File: config.mk
export PLATFORM = sky130hd
export DESIGN_NAME = prr_router
export DESIGN_NICKNAME = d
export VERILOG_FILES = /design/src/core/prr_router.v /design/src/core/prr_unlock.v
export VERILOG_INCLUDE_DIRS = /design/src /design/src/core
export SDC_FILE = /design/constraint.sdc
export NUM_CORES = 1
export LEC_CHECK = 0
export BUFFER_PORTS_ARGS = -buffer_cell sky130_fd_sc_hd__buf_2
export CORE_AREA = 4 4 112 114
export DETAILED_ROUTE_END_ITERATION = 6
export DIE_AREA = 0 0 116 118
export PLACE_DENSITY = 0.8
export REMOVE_ABC_BUFFERS = 1
export SKIP_CTS_REPAIR_TIMING = 1
export SYNTH_ARGS = -nofsm -noshare
export SYNTH_HDL_FRONTEND = slang
export SYNTH_SLANG_ARGS = --single-unit
export TNS_END_PERCENT = 20
File: constraint.sdc
create_clock -name clk -period 5.3 [get_ports clk]
set_clock_uncertainty 0.15 [all_clocks]
set_input_delay 0.53 -clock clk [delete_from_list [all_inputs] [get_ports clk]]
set_output_delay 0.53 -clock clk [all_outputs]
set_load 0.02 [all_outputs]
File: src/core/prr_consts.vh
/*
  constants for the remappable peripheral pin router.
  assumes inclusion by bare name from core design files.
*/
`ifndef PRR_CONSTS_VH
`define PRR_CONSTS_VH
`define PRR_NUM_PINS 8
`define PRR_NUM_IN 8
`define PRR_NUM_OUT 8
`define PRR_SEL_W 4
`define PRR_SEL_LEGAL_MAX 4'h7
`define PRR_SEL_RESET 4'hF
`define PRR_OUT_RESET 4'hF
`define PRR_KEY1 8'hAA
`define PRR_KEY2 8'h55
`define PRR_ST_IDLE 2'h0
`define PRR_ST_KEY1 2'h1
`define PRR_ST_OPEN 2'h2
`endif

File: src/core/prr_router.v
/*
  remappable peripheral pin router: per-input pin select, per-pin
  output select, pin ownership priority, mapping lock.
  assumes peripheral and pin signals synchronous to clk; fixed-pin
  modules (i2c, analog) are not routed here and arrive as claims.
*/
`include "prr_consts.vh"
module prr_router (
  input wire clk,
  input wire reset_n,
  input wire clk_en,
  input wire key_wr,
  input wire [7:0] key_data,
  input wire lock_wr,
  input wire lock_data,
  input wire in_sel_wr,
  input wire [2:0] in_sel_idx,
  input wire [3:0] in_sel_data,
  input wire out_sel_wr,
  input wire [2:0] out_sel_idx,
  input wire [3:0] out_sel_data,
  input wire [7:0] periph_in_idle,
  input wire [7:0] periph_out,
  input wire [7:0] periph_out_en,
  input wire [7:0] pin_in,
  input wire [7:0] pin_analog,
  input wire [7:0] gpio_out,
  input wire [7:0] gpio_oe,
  input wire [7:0] fixed_out,
  input wire [7:0] fixed_oe,
  output reg [7:0] periph_in_r,
  output reg [7:0] pin_out_r,
  output reg [7:0] pin_oe_r,
  output reg lock_r,
  output reg [7:0] in_sel_legal_r
);
  // unlock window and gated write strobes
  wire unlock_open;
  wire lock_we;
  wire in_sel_we;
  wire out_sel_we;
  // select storage and routing values
  reg [3:0] in_sel_r [0:7];
  reg [3:0] out_sel_r [0:7];
  reg [7:0] periph_in_nxt;
  reg [7:0] pin_out_nxt;
  reg [7:0] pin_oe_nxt;
  reg [7:0] legal_nxt;
  reg [7:0] remap_oe;
  reg [7:0] remap_out;
  integer i;
  integer j;
  integer k;
  integer m;
  integer n;

  // true for a select code that names a pin
  function sel_legal;
    input [3:0] code;
    begin
      sel_legal = (code <= `PRR_SEL_LEGAL_MAX);
    end
  endfunction

  // one bit of an eight-bit vector by code
  function pick_bit;
    input [7:0] vec;
    input [3:0] code;
    begin
      pick_bit = vec[code[2:0]];
    end
  endfunction

  // pin owner priority, returns drive enable then value
  function [1:0] pin_pick;
    input analog;
    input remap_en;
    input remap_val;
    input fixed_en;
    input fixed_val;
    input gpio_en;
    input gpio_val;
    begin
      if (analog)
        pin_pick = 2'b00;
      else if (remap_en)
        pin_pick = {1'b1, remap_val};
      else if (fixed_en)
        pin_pick = {1'b1, fixed_val};
      else
        pin_pick = {gpio_en, gpio_val};
    end
  endfunction

  prr_unlock u_unlock (
    .clk(clk),
    .reset_n(reset_n),
    .clk_en(clk_en),
    .key_wr(key_wr),
    .key_data(key_data),
    .lock_wr(lock_wr),
    .open(unlock_open)
  );

  // write strobes gated by clock enable, lock and window
  assign lock_we = clk_en && lock_wr && unlock_open;
  assign in_sel_we = clk_en && in_sel_wr && !lock_r;
  assign out_sel_we = clk_en && out_sel_wr && !lock_r;

  // lock bit, changes only inside unlock window
  always @(posedge clk or negedge reset_n) begin
    if (!reset_n)
      lock_r <= 1'b0;
    else if (lock_we)
      lock_r <= lock_data;
  end

  // input selects, one per peripheral input
  always @(posedge clk or negedge reset_n) begin
    if (!reset_n) begin
      for (k = 0; k < `PRR_NUM_IN; k = k + 1) begin
        in_sel_r[k] <= `PRR_SEL_RESET;
      end
    end else if (in_sel_we) begin
      in_sel_r[in_sel_idx] <= in_sel_data;
    end
  end

  // output selects, one per pin
  always @(posedge clk or negedge reset_n) begin
    if (!reset_n) begin
      for (m = 0; m < `PRR_NUM_PINS; m = m + 1) begin
        out_sel_r[m] <= `PRR_OUT_RESET;
      end
    end else if (out_sel_we) begin
      out_sel_r[out_sel_idx] <= out_sel_data;
    end
  end

  // input routing per peripheral input
  always @* begin
    periph_in_nxt = periph_in_idle;
    for (i = 0; i < `PRR_NUM_IN; i = i + 1) begin
      if (sel_legal(in_sel_r[i])) begin
        periph_in_nxt[i] = pick_bit(pin_in, in_sel_r[i]);
      end
    end
  end

  // legal select flags
  always @* begin
    legal_nxt = 8'h00;
    for (n = 0; n < `PRR_NUM_IN; n = n + 1) begin
      legal_nxt[n] = sel_legal(in_sel_r[n]);
    end
  end

  // output routing and ownership per pin
  always @* begin
    remap_oe = 8'h00;
    remap_out = 8'h00;
    pin_out_nxt = 8'h00;
    pin_oe_nxt = 8'h00;
    for (j = 0; j < `PRR_NUM_PINS; j = j + 1) begin
      remap_oe[j] = sel_legal(out_sel_r[j]) &&
        pick_bit(periph_out_en, out_sel_r[j]);
      remap_out[j] = pick_bit(periph_out, out_sel_r[j]);
      {pin_oe_nxt[j], pin_out_nxt[j]} = pin_pick(pin_analog[j],
        remap_oe[j], remap_out[j], fixed_oe[j], fixed_out[j],
        gpio_oe[j], gpio_out[j]);
    end
  end

  // routed peripheral inputs
  always @(posedge clk or negedge reset_n) begin
    if (!reset_n)
      periph_in_r <= 8'h00;
    else if (clk_en)
      periph_in_r <= periph_in_nxt;
  end

  // pin drive values
  always @(posedge clk or negedge reset_n) begin
    if (!reset_n)
      pin_out_r <= 8'h00;
    else if (clk_en)
      pin_out_r <= pin_out_nxt;
  end

  // pin drive enables
  always @(posedge clk or negedge reset_n) begin
    if (!reset_n)
      pin_oe_r <= 8'h00;
    else if (clk_en)
      pin_oe_r <= pin_oe_nxt;
  end

  // legal select flags, registered
  always @(posedge clk or negedge reset_n) begin
    if (!reset_n)
      in_sel_legal_r <= 8'h00;
    else if (clk_en)
      in_sel_legal_r <= legal_nxt;
  end
endmodule

File: src/core/prr_unlock.v
/*
  unlock sequence tracker: two key writes in a row open a one-shot
  window for a single lock change.
  assumes key strobes are synchronous to clk.
*/
`include "prr_consts.vh"
module prr_unlock (
  input wire clk,
  input wire reset_n,
  input wire clk_en,
  input wire key_wr,
  input wire [7:0] key_data,
  input wire lock_wr,
  output wire open
);
  localparam ST_IDLE = `PRR_ST_IDLE;
  localparam ST_KEY1 = `PRR_ST_KEY1;
  localparam ST_OPEN = `PRR_ST_OPEN;
  reg [1:0] state_r;
  reg [1:0] state_nxt;
  assign open = (state_r == ST_OPEN);
  always @* begin
    state_nxt = state_r;
    case (state_r)
      ST_IDLE: begin
        if (key_wr && key_data == `PRR_KEY1)
          state_nxt = ST_KEY1;
      end
      ST_KEY1: begin
        if (key_wr && key_data == `PRR_KEY2)
          state_nxt = ST_OPEN;
        else if (key_wr || lock_wr)
          state_nxt = ST_IDLE;
      end
      ST_OPEN: begin
        if (lock_wr || key_wr)
          state_nxt = ST_IDLE;
      end
      default: state_nxt = ST_IDLE;
    endcase
  end
  always @(posedge clk or negedge reset_n) begin
    if (!reset_n)
      state_r <= ST_IDLE;
    else if (clk_en)
      state_r <= state_nxt;
  end
endmodule

; ---- Word-level counts from Yosys, hierarchy flattened
; Index checks and enable logic that the tools add are counted.
[word_totals]
in_bits = 102
ff_bits = 99
out_inout_bits = 33
elab_cells = 177
[op_classes]
n_eq_ne = 5
n_lt_le_gt_ge = 36
reduce_logical = 22
bitwise_logic = 2
n_mux = 90
[op_table]
columns = cell, n
row1 = $bmux W1 S3, 24
row2 = $bwmux W32, 2
row3 = $le A4 B3 Y1 const B, 16
row4 = $lt A3 B4 Y1 const B, 16
row5 = $mux W2, 27
row6 = $mux W1, 32
row7 = $demux W4 S3, 2
row8 = $logic_and A1 B1 Y1, 18
row9 = $eq A8 B7 Y1 const B, 1
row10 = $eq A8 B8 Y1 const B, 1
row11 = $ge A4 B4 Y1 const B, 2
row12 = $lt A4 B1 Y1 const B, 2
row13 = $mux W4, 2
row14 = $not A3 Y4, 2
row15 = $pmux W2 S3, 1
row16 = $eq A2 B1 Y1 const B, 1
row17 = $eq A2 B2 Y1 const B, 1
row18 = $logic_not A2 Y1, 1
row19 = $ne A2 B1 Y1 const B, 1
row20 = $reduce_and A2 Y1, 1
row21 = $logic_not A1 Y1, 1
row22 = $logic_or A1 B1 Y1, 1

; ---- Longest topological paths before layout
; Gate-level depths: netlist (run 1).
[logic_depth]
ltp_word = 6
ltp_mapped = 6
mapped_depth_nobuf = 4

; ---- Modules after synthesis
; From an unflattened synthesis (run 1), not the netlist that was laid out.
[unflattened]
hier_cells = 502
hier_area_um2 = 5929.4
[by_module_without_submodules]
columns = module, cells_each, area_per_inst_um2, seq_area_each_um2, n_inst
row1 = prr_router, 487, 5776.8, 2507.4, 1
row2 = prr_unlock, 15, 152.6, 50.0, 1

; ---- Worst setup path after synthesis (run 1)
; Ideal clock, no wire load.
[synth_path]
kind = reg2reg
from = register out_sel_r[5] (netlist name)
to = register pin_out_r[6]
path_stages_with_launch = 6
path_slack_ns = 3.419
synth_period_minus_slack_ns = 1.881
t_arrival_ns = 1.641
required_ns = 5.060
path_buffers = 1
setup_ns = 0.090
path_cell_list = dfstp_2 buf_6 mux2_1 or3_1 a311o_1 o221ai_1
[synth_between]
elab_chain_cells = 5
elab_cells_between_ends = 8
classes_between = 1 x order compare / 6 x mux / 1 x reduce/logical
[synth_rtl]
columns = element, line
row1 = "start, declared", prr_router.v:44  ; reg [3:0] out_sel_r [0:7];
row2 = "start signal, assigned by index", prr_router.v:133  ; out_sel_r[m] <= `PRR_OUT_RESET;
row3 = "start signal, assigned by index", prr_router.v:136  ; out_sel_r[out_sel_idx] <= out_sel_data;
row4 = $bmux W1 S3, prr_router.v:70  ; pick_bit = vec[code[2:0]];
row5 = $mux W1 (not written as such), prr_router.v:70
row6 = $logic_and A1 B1 Y1, prr_router.v:165  ; remap_oe[j] = sel_legal(out_sel_r[j]) &&
row7 = $mux W2 (*), prr_router.v:86  ; else if (remap_en)
row8 = $mux W2 (*), prr_router.v:84  ; if (analog)
row9 = "end signal, assigned", prr_router.v:187  ; pin_out_r <= pin_out_nxt;
row10 = "end, declared", prr_router.v:32  ; output reg [7:0] pin_out_r,
; Mark *: on every way between the ends. The rest lies on a longest branch, timed or not. The select of a mux whose other input is x is not followed.
; A chain may end at the register's enable or synchronous reset.

==> impl_results.md, run 1 <==
- Leakage power: 2.949 nW
- Port bufs: 134
- Post-DP HPWL: 11.16 mm
- Grt total ovfl: 0
- Remaining DRCs: 0
- PwrDens: 366.2 nW/um2
- Root Buffer: clkbuf_16
- CTS sink cnt: 99
- Place WS: 2461 ps
- Layout cells sized above 1: a little over half
- Multi-input gate area: 3328 um2
- RePlAce Congestion: 0.8929
- Ys flop type: dfstp_2
- Full die area: 13690 um2
- Largest net degree at the start of global routing: 65
- CP startpoint kind: primary input
- Worst Path Arrival: 2640 ps
- Vias/cell: between 6 and 7
- Cell variety after synth: 51
- Hold WC Path Type: in -> async
- Setup total negative slack: 0 ps
- Worst-path clk slew: 70 ps
- Initial core utilization: 53.11%
- Num rows: 39
- Drt total wl: ~16 mm
- Worst endpoint required time: 5380 ps
- Clk Latency, worst-skew pair: approximately 350 ps
- Finished Layout Cells: 774
- F_max: 390.4 MHz
- Commonest cells after routing, fill and taps aside: 133 x buf_2, 79 x mux2_2, 64 x dfstp_2
- Max-Cap Viols: 0
- Die Y-Extent: between 100 and 150 um
- Final Hold Viols: 6
- Seq. cell area: 2557 um2
- Cell Area, Synth: 6065 um2
- WS Path Type: in -> reg
- RSZ-0062 raised after global routing: false
- Die width: 116 um
- Fillers: around 930
- Number of global-route vias before repair: 5018
- CTS max path bufs: 2
- Via Count: about 5000
- Total track usage: 23.68%
- Worst VDD drop: roughly 0.25 mV
- Final Hold Slack: -20.91 ps
- WL/cell: 20.90 um
- Number of flops mapped to enable cells by yosys: 0
- Synthesized instance count: around 500
- Final Util: 62.10%
- CTS HTree Levels: 3
- Status: complete, but fails checks
- Register area share after synthesis: 42.17%
- Fin. max-slew vios: 0
- Avg Synthesized Cell Area: 12.10 um2
- Area post-placement: 6805 um2
- Router iterations before antenna repair: 5
- Final Cell Area: 7091 um2
- Yosys reg bits: 99
- IO Count: about 140
- Iter 0 DRT Violations: 437
- Total power draw: 2.597 mW
- Worst slew pin tran: 1311 ps
- First-pass GRT wire length: between 20 and 30 mm
- Slew Limit Headroom: 12.51%
- Antenna violations before repair: 0
- Ys async rst share: 100.0%
- Worst setup margin: roughly 2700 ps
- Core footprint: 11420 um2
- CP Max Fanout: 40
- Violated checks: hold timing
- Crit end category: flip-flop
- Most common cell after layout, fill and taps aside: buf_2
- Cts bufs inserted: 9
- CTS tree: built
- Final worst path period share: between 40 and 50%
- Final-report setup violation count: 0
- Min Clock Period, post-route: 2561 ps
- Final nets: between 700 and 800
- # diodes: 0
- Placed instance count: 758
- Yosys Warn Count: 0
- Area delta synth->final: 16.92%
- Post-route ant nets: 0
critical path, cell delays in order:
cell and delay, ps:
buf_2 670, inv_1 860, nor3_1 450, a21oi_1 110
cell families after synthesis:
kind of cell           after synthesis  synth area share, %
muxes                              143                31.24
and+or+nand+nor                    125                12.65
DFF                                 99                42.17
AOI/OAI and AO/OA                   97                11.00
buffers and inverters               37                2.950
synthesized netlist by cell type, types with 12 or more instances:
| cell type | count | area share, % |
|---|---|---|
| nand2b_1 | 14 | 1.4 |
| mux2_2 | 79 | 15 |
| dfstp_2 | 64 | 28 |
| dfrtp_1 | 35 | 14 |
| nor2_1 | 12 | 0.74 |
| mux4_2 | 26 | 9.7 |
| o21ai_0 | 23 | 1.9 |
| clkbuf_1 | 13 | 0.80 |
| o21bai_1 | 12 | 1.5 |
| nor2b_1 | 14 | 1.4 |
| mux2i_1 | 34 | 5.6 |
| inv_1 | 16 | 0.99 |
| nand2_1 | 37 | 2.3 |
layer usage:
| layer | wire length, um | vias up | GRT usage [%] |
|---|---|---|---|
| met5 | 0 | - | 0 |
| met4 | 500 | 0 | 10.22 |
| met3 | 1511 | 43 | 4.370 |
| met2 | 7827 | 252 | 38.99 |
| li1 | - | 2166 | - |
| met1 | 6338 | 2403 | 30.25 |
report_power, final:
group / internal, mW / switching [mW] / total, mW
combinational: 0.408 / 0.356 / 0.764
sequential: 1.01 / 0.176 / 1.19
clock: 0.358 / 0.284 / 0.642
path summary, 6_finish.rpt:
path	endpoint	cells past startpoint	slack [ps]	startpoint
max in group asynchronous	pin_oe_r[3]	2	3870	reset_n
min in group clk	lock_r	2	270	lock_data
max	pin_oe_r[3]	4	2740	clk_en
min reg2reg	periph_in_r[4]	1	340	periph_in_r[4]
min	pin_out_r[1]	1	-20	reset_n
max reg2reg	pin_out_r[6]	4	3330	out_sel_r[5]
registers in the layout, indices dropped and copies added (netlist names):
register	count
in_sel_legal_r	8
in_sel_r	32
lock_r	1
out_sel_r	32
periph_in_r	8
pin_oe_r	8
pin_out_r	8
u_unlock.state_r	2
area by class of cell:
| class | count | share of cell area, % |
|---|---|---|
| flip-flops and latches | 99 | 36.07 |
| clock inverters | 1 | 0.1059 |
| repair buffers | 135 | 9.599 |
| well taps | 143 | 2.523 |
| inverters | 16 | 0.8470 |
| multi-input cells | 365 | 46.94 |
| clock buffers | 15 | 3.917 |
(Power assumes the default switching activity.)
==> run 2: changes to the inputs <==
--- a/config.mk
+++ b/config.mk
@@ -6,11 +6,12 @@
 export SDC_FILE = /design/constraint.sdc
 export NUM_CORES = 1
 export LEC_CHECK = 0
+export ABC_AREA = 1
 export BUFFER_PORTS_ARGS = -buffer_cell sky130_fd_sc_hd__buf_2
-export CORE_AREA = 4 4 112 114
+export CORE_AREA = 4 4 116 118
 export DETAILED_ROUTE_END_ITERATION = 6
-export DIE_AREA = 0 0 116 118
-export PLACE_DENSITY = 0.8
+export DIE_AREA = 0 0 120 122
+export PLACE_DENSITY = 0.78
 export REMOVE_ABC_BUFFERS = 1
 export SKIP_CTS_REPAIR_TIMING = 1
 export SYNTH_ARGS = -nofsm -noshare
==> constraint.sdc (replaced) <==
create_clock -name clk -period 2.51 [get_ports clk]
set_clock_uncertainty 0.15 [all_clocks]
set_input_delay 0.251 -clock clk [delete_from_list [all_inputs] [get_ports clk]]
set_output_delay 0.251 -clock clk [all_outputs]
set_load 0.02 [all_outputs]
==> run 2 against run 1 <==
Net effect:
- the flow still finishes with violations (hold timing)
- non-clock buffer count is 3 higher
- clock power up 140%
- area after synthesis grew 6.4%
- count of clock-buffer cells in the layout is 3 lower
- register-to-register slack worse by 2400 ps
- sequential cell count stayed put
- final cell count increased by 58%
- synthesized cell count is 84% higher
- critical path type is now reg -> reg
- core utilization fell by 1.4 points
- final area is 6.7% higher
- die area increased by 7.0%
==> impl_results.md, run 2 <==
- Status: complete, but fails checks
- Violated checks: hold timing
- Layout cells sized above 1: between 20% and 30%
- Largest cells by area after synthesis: dfstp_2 26%, nand2_1 23%, dfrtp_1 14%
- Post-DP HPWL: 12.33 mm
- Number of flops mapped to enable cells by yosys: 0
- WS Path Type: reg -> reg
- Crit-path slowest cell: dfstp_2
- RePlAce Congestion: 0.9048
- WL met2: about 8 mm
- Area post-placement: 7226 um2
- Final Hold Viols: 2
- Via Count: 6423
- Antenna violations before repair: 4
- Top cell type's share of synthesized area: 26.06%
- Ys flop type: dfstp_2
- Fillers: 1186
- Register area share after synthesis: 39.64%
- Most common cell after layout, fill and taps aside: nand2_1
- Biggest regs: in_sel_r x32, out_sel_r x32
- Iter 0 DRT Violations: 361
- Die width: between 100 and 150 um
- Commonest cells after routing, fill and taps aside: 394 x nand2_1, 135 x nand3_1, 133 x buf_2
- Worst endpoint required time: 2600 ps
- Number of global-route vias before repair: 5858
- Cell Area, Synth: 6452 um2
- Area delta synth->final: 17.28%
- Grt total ovfl: 0
- Min Clock Period, post-route: ~1600 ps
- PwrDens: 637.5 nW/um2
- Area leader, netlist: dfstp_2
- Hold Startpoint: pin_analog[5]
- Most common cell on crit path: nand2_1
- Die Y-Extent: 122 um
- Total track usage: 24.20%
- Largest net degree at the start of global routing: 55
- Vias/cell: 5.256
- Cell variety after synth: 29
- Initial core utilization: 51.76%
- Drt total wl: 17.42 mm
- Final Hold Slack: -4.187 ps
- Critical Path Max Stage Delay: about 620 ps
- Crit end category: flip-flop
- Post-route ant nets: 0
- Worst Path Arrival: 1650 ps
- Met1 Wirelength: a little over 7 mm
- WL/cell: approximately 14 um
- Num rows: just over 40
- CTS sink cnt: 99
- IO Count: roughly 140
- Worst VDD drop: 0.4397 mV
- Post-synth top cells: 394 x nand2_1, 135 x nand3_1, 76 x inv_1
- Root Buffer: clkbuf_16
- Met3 wire length: around 1.5 mm
- CTS max path bufs: 2
- CP Max Fanout: 10
- RSZ-0062 raised after global routing: false
- Leakage power: around 3.6 nW
- Slew Limit Headroom: 58.74%
- Reg-to-Reg Start: out_sel_r[8]
- Worst-path clk slew: about 70 ps
- Fin. max-slew vios: 0
- Worst slew pin tran: 619.0 ps
- F_max: 643.8 MHz
- Cts bufs inserted: 9
- Final-report setup violation count: 0
- CTS HTree Levels: 3
- Place WS: 813.4 ps
- Port bufs: between 100 and 150
- Remaining DRCs: 0
- Worst setup margin: 956.7 ps
- Crit path from: out_sel_r[8]
- CTS tree: built
- CP startpoint kind: flip-flop
- Worst path cell trace: inv_2 > nand2_1 > nand3_1 > nand2_1 > nand2_1 > nand2_1 > nand3_1 > nand3_1 > nand2_1
- Max-Cap Viols: 0
- Top layer in use: met5
- Synthesized instance count: 923
- Ys async rst share: 100.0%
- First-pass GRT wire length: 28.08 mm
- Full die area: 14640 um2
- Hold WC Path Type: in -> reg
- Final Cell Area: ~7600 um2
- Avg Synthesized Cell Area: 6.991 um2
- Cell with the most instances after synthesis: nand2_1
- Final worst path period share: slightly above 60%
- Core footprint: 12470 um2
- Router iterations before antenna repair: 5
- Setup total negative slack: 0 ps
- Final nets: 1146
- Clk Latency, worst-skew pair: 350 ps
- Yosys Warn Count: 0
- Yosys reg bits: 99
[run 2: cell count changes in the layout (fill, tap and decap cells not counted), sizes merged, moves of 14 or more]
cell,before,now
nor2,12,32
nand2b,14,0
inv,16,88
o21ai,23,73
nand2,39,398
mux4,28,0
mux2,81,0
nand3,7,149
mux2i,34,8
nor2b,14,0
[run 2: through the flow]
step                instances  total power [mW]  utilization (%)
floorplan                 895             2.864                -
global placement         1204             3.284            57.96
detailed placement       1204             3.314            57.96
CTS                      1220             4.855            60.60
global route             1222             5.128            60.70
finish                   1222             4.824            60.70
[run 2: power by group]
group	switching [mW]	internal, mW	total, mW	leakage, nW
registers	0.185	1.88	2.06	1.07
clock network	0.605	0.927	1.53	0.159
logic	0.773	0.459	1.23	2.39
total	1.56	3.26	4.82	3.62
[run 2: critical path, delay by kind of cell (launching register included)]
| kind | cells | cell delay (ps) |
|---|---|---|
| flops | 1 | 620 |
| buf+inv | 1 | 100 |
| simple gates | 8 | 570 |
[run 2: path summary, 6_finish.rpt]
check / cells past startpoint / slack [ps] / end
worst max register to register: 9 / 960 / pin_out_r[5]
min in group asynchronous: 2 / 290 / pin_oe_r[3]
max in group asynchronous: 3 / 1160 / out_sel_r[30]
worst min-delay path: 4 / -4 / pin_oe_r[5]
worst max-delay path: 9 / 960 / pin_out_r[5]
worst min register to register: 2 / 320 / pin_oe_r[6]
[run 2: logic make-up (layout without fill, tap and decap cells)]
family,count (synthesis),after routing,synth area share (%)
multiplexers,8,8,1.241
other,0,1,0
AO/OA/AOI/OAI,107,107,9.599
flip-flops,99,99,39.64
buffers and inverters,116,242,7.446
AND/OR/NAND/NOR,593,593,42.08
[run 2: area by class of cell]
class	count	area, um2	area share (%)
Inverter	88	330.3	4.365
Clock inverter	4	72.57	0.9590
Tap cell	172	215.2	2.844
Multi-Input combinational cell	708	3415	45.12
Sequential cell	99	2557	33.80
Antenna cell	1	2.502	0.03307
Timing Repair Buffer	138	718.2	9.491
Clock buffer	12	256.5	3.390
[run 2: per-layer routing]
| layer | global-route usage (%) | vias to the layer above |
|---|---|---|
| met5 | 0 | - |
| met4 | 11.17 | 6 |
| met3 | 5.246 | 42 |
| met2 | 39.30 | 259 |
| met1 | 30.99 | 2882 |
| li1 | - | 3234 |
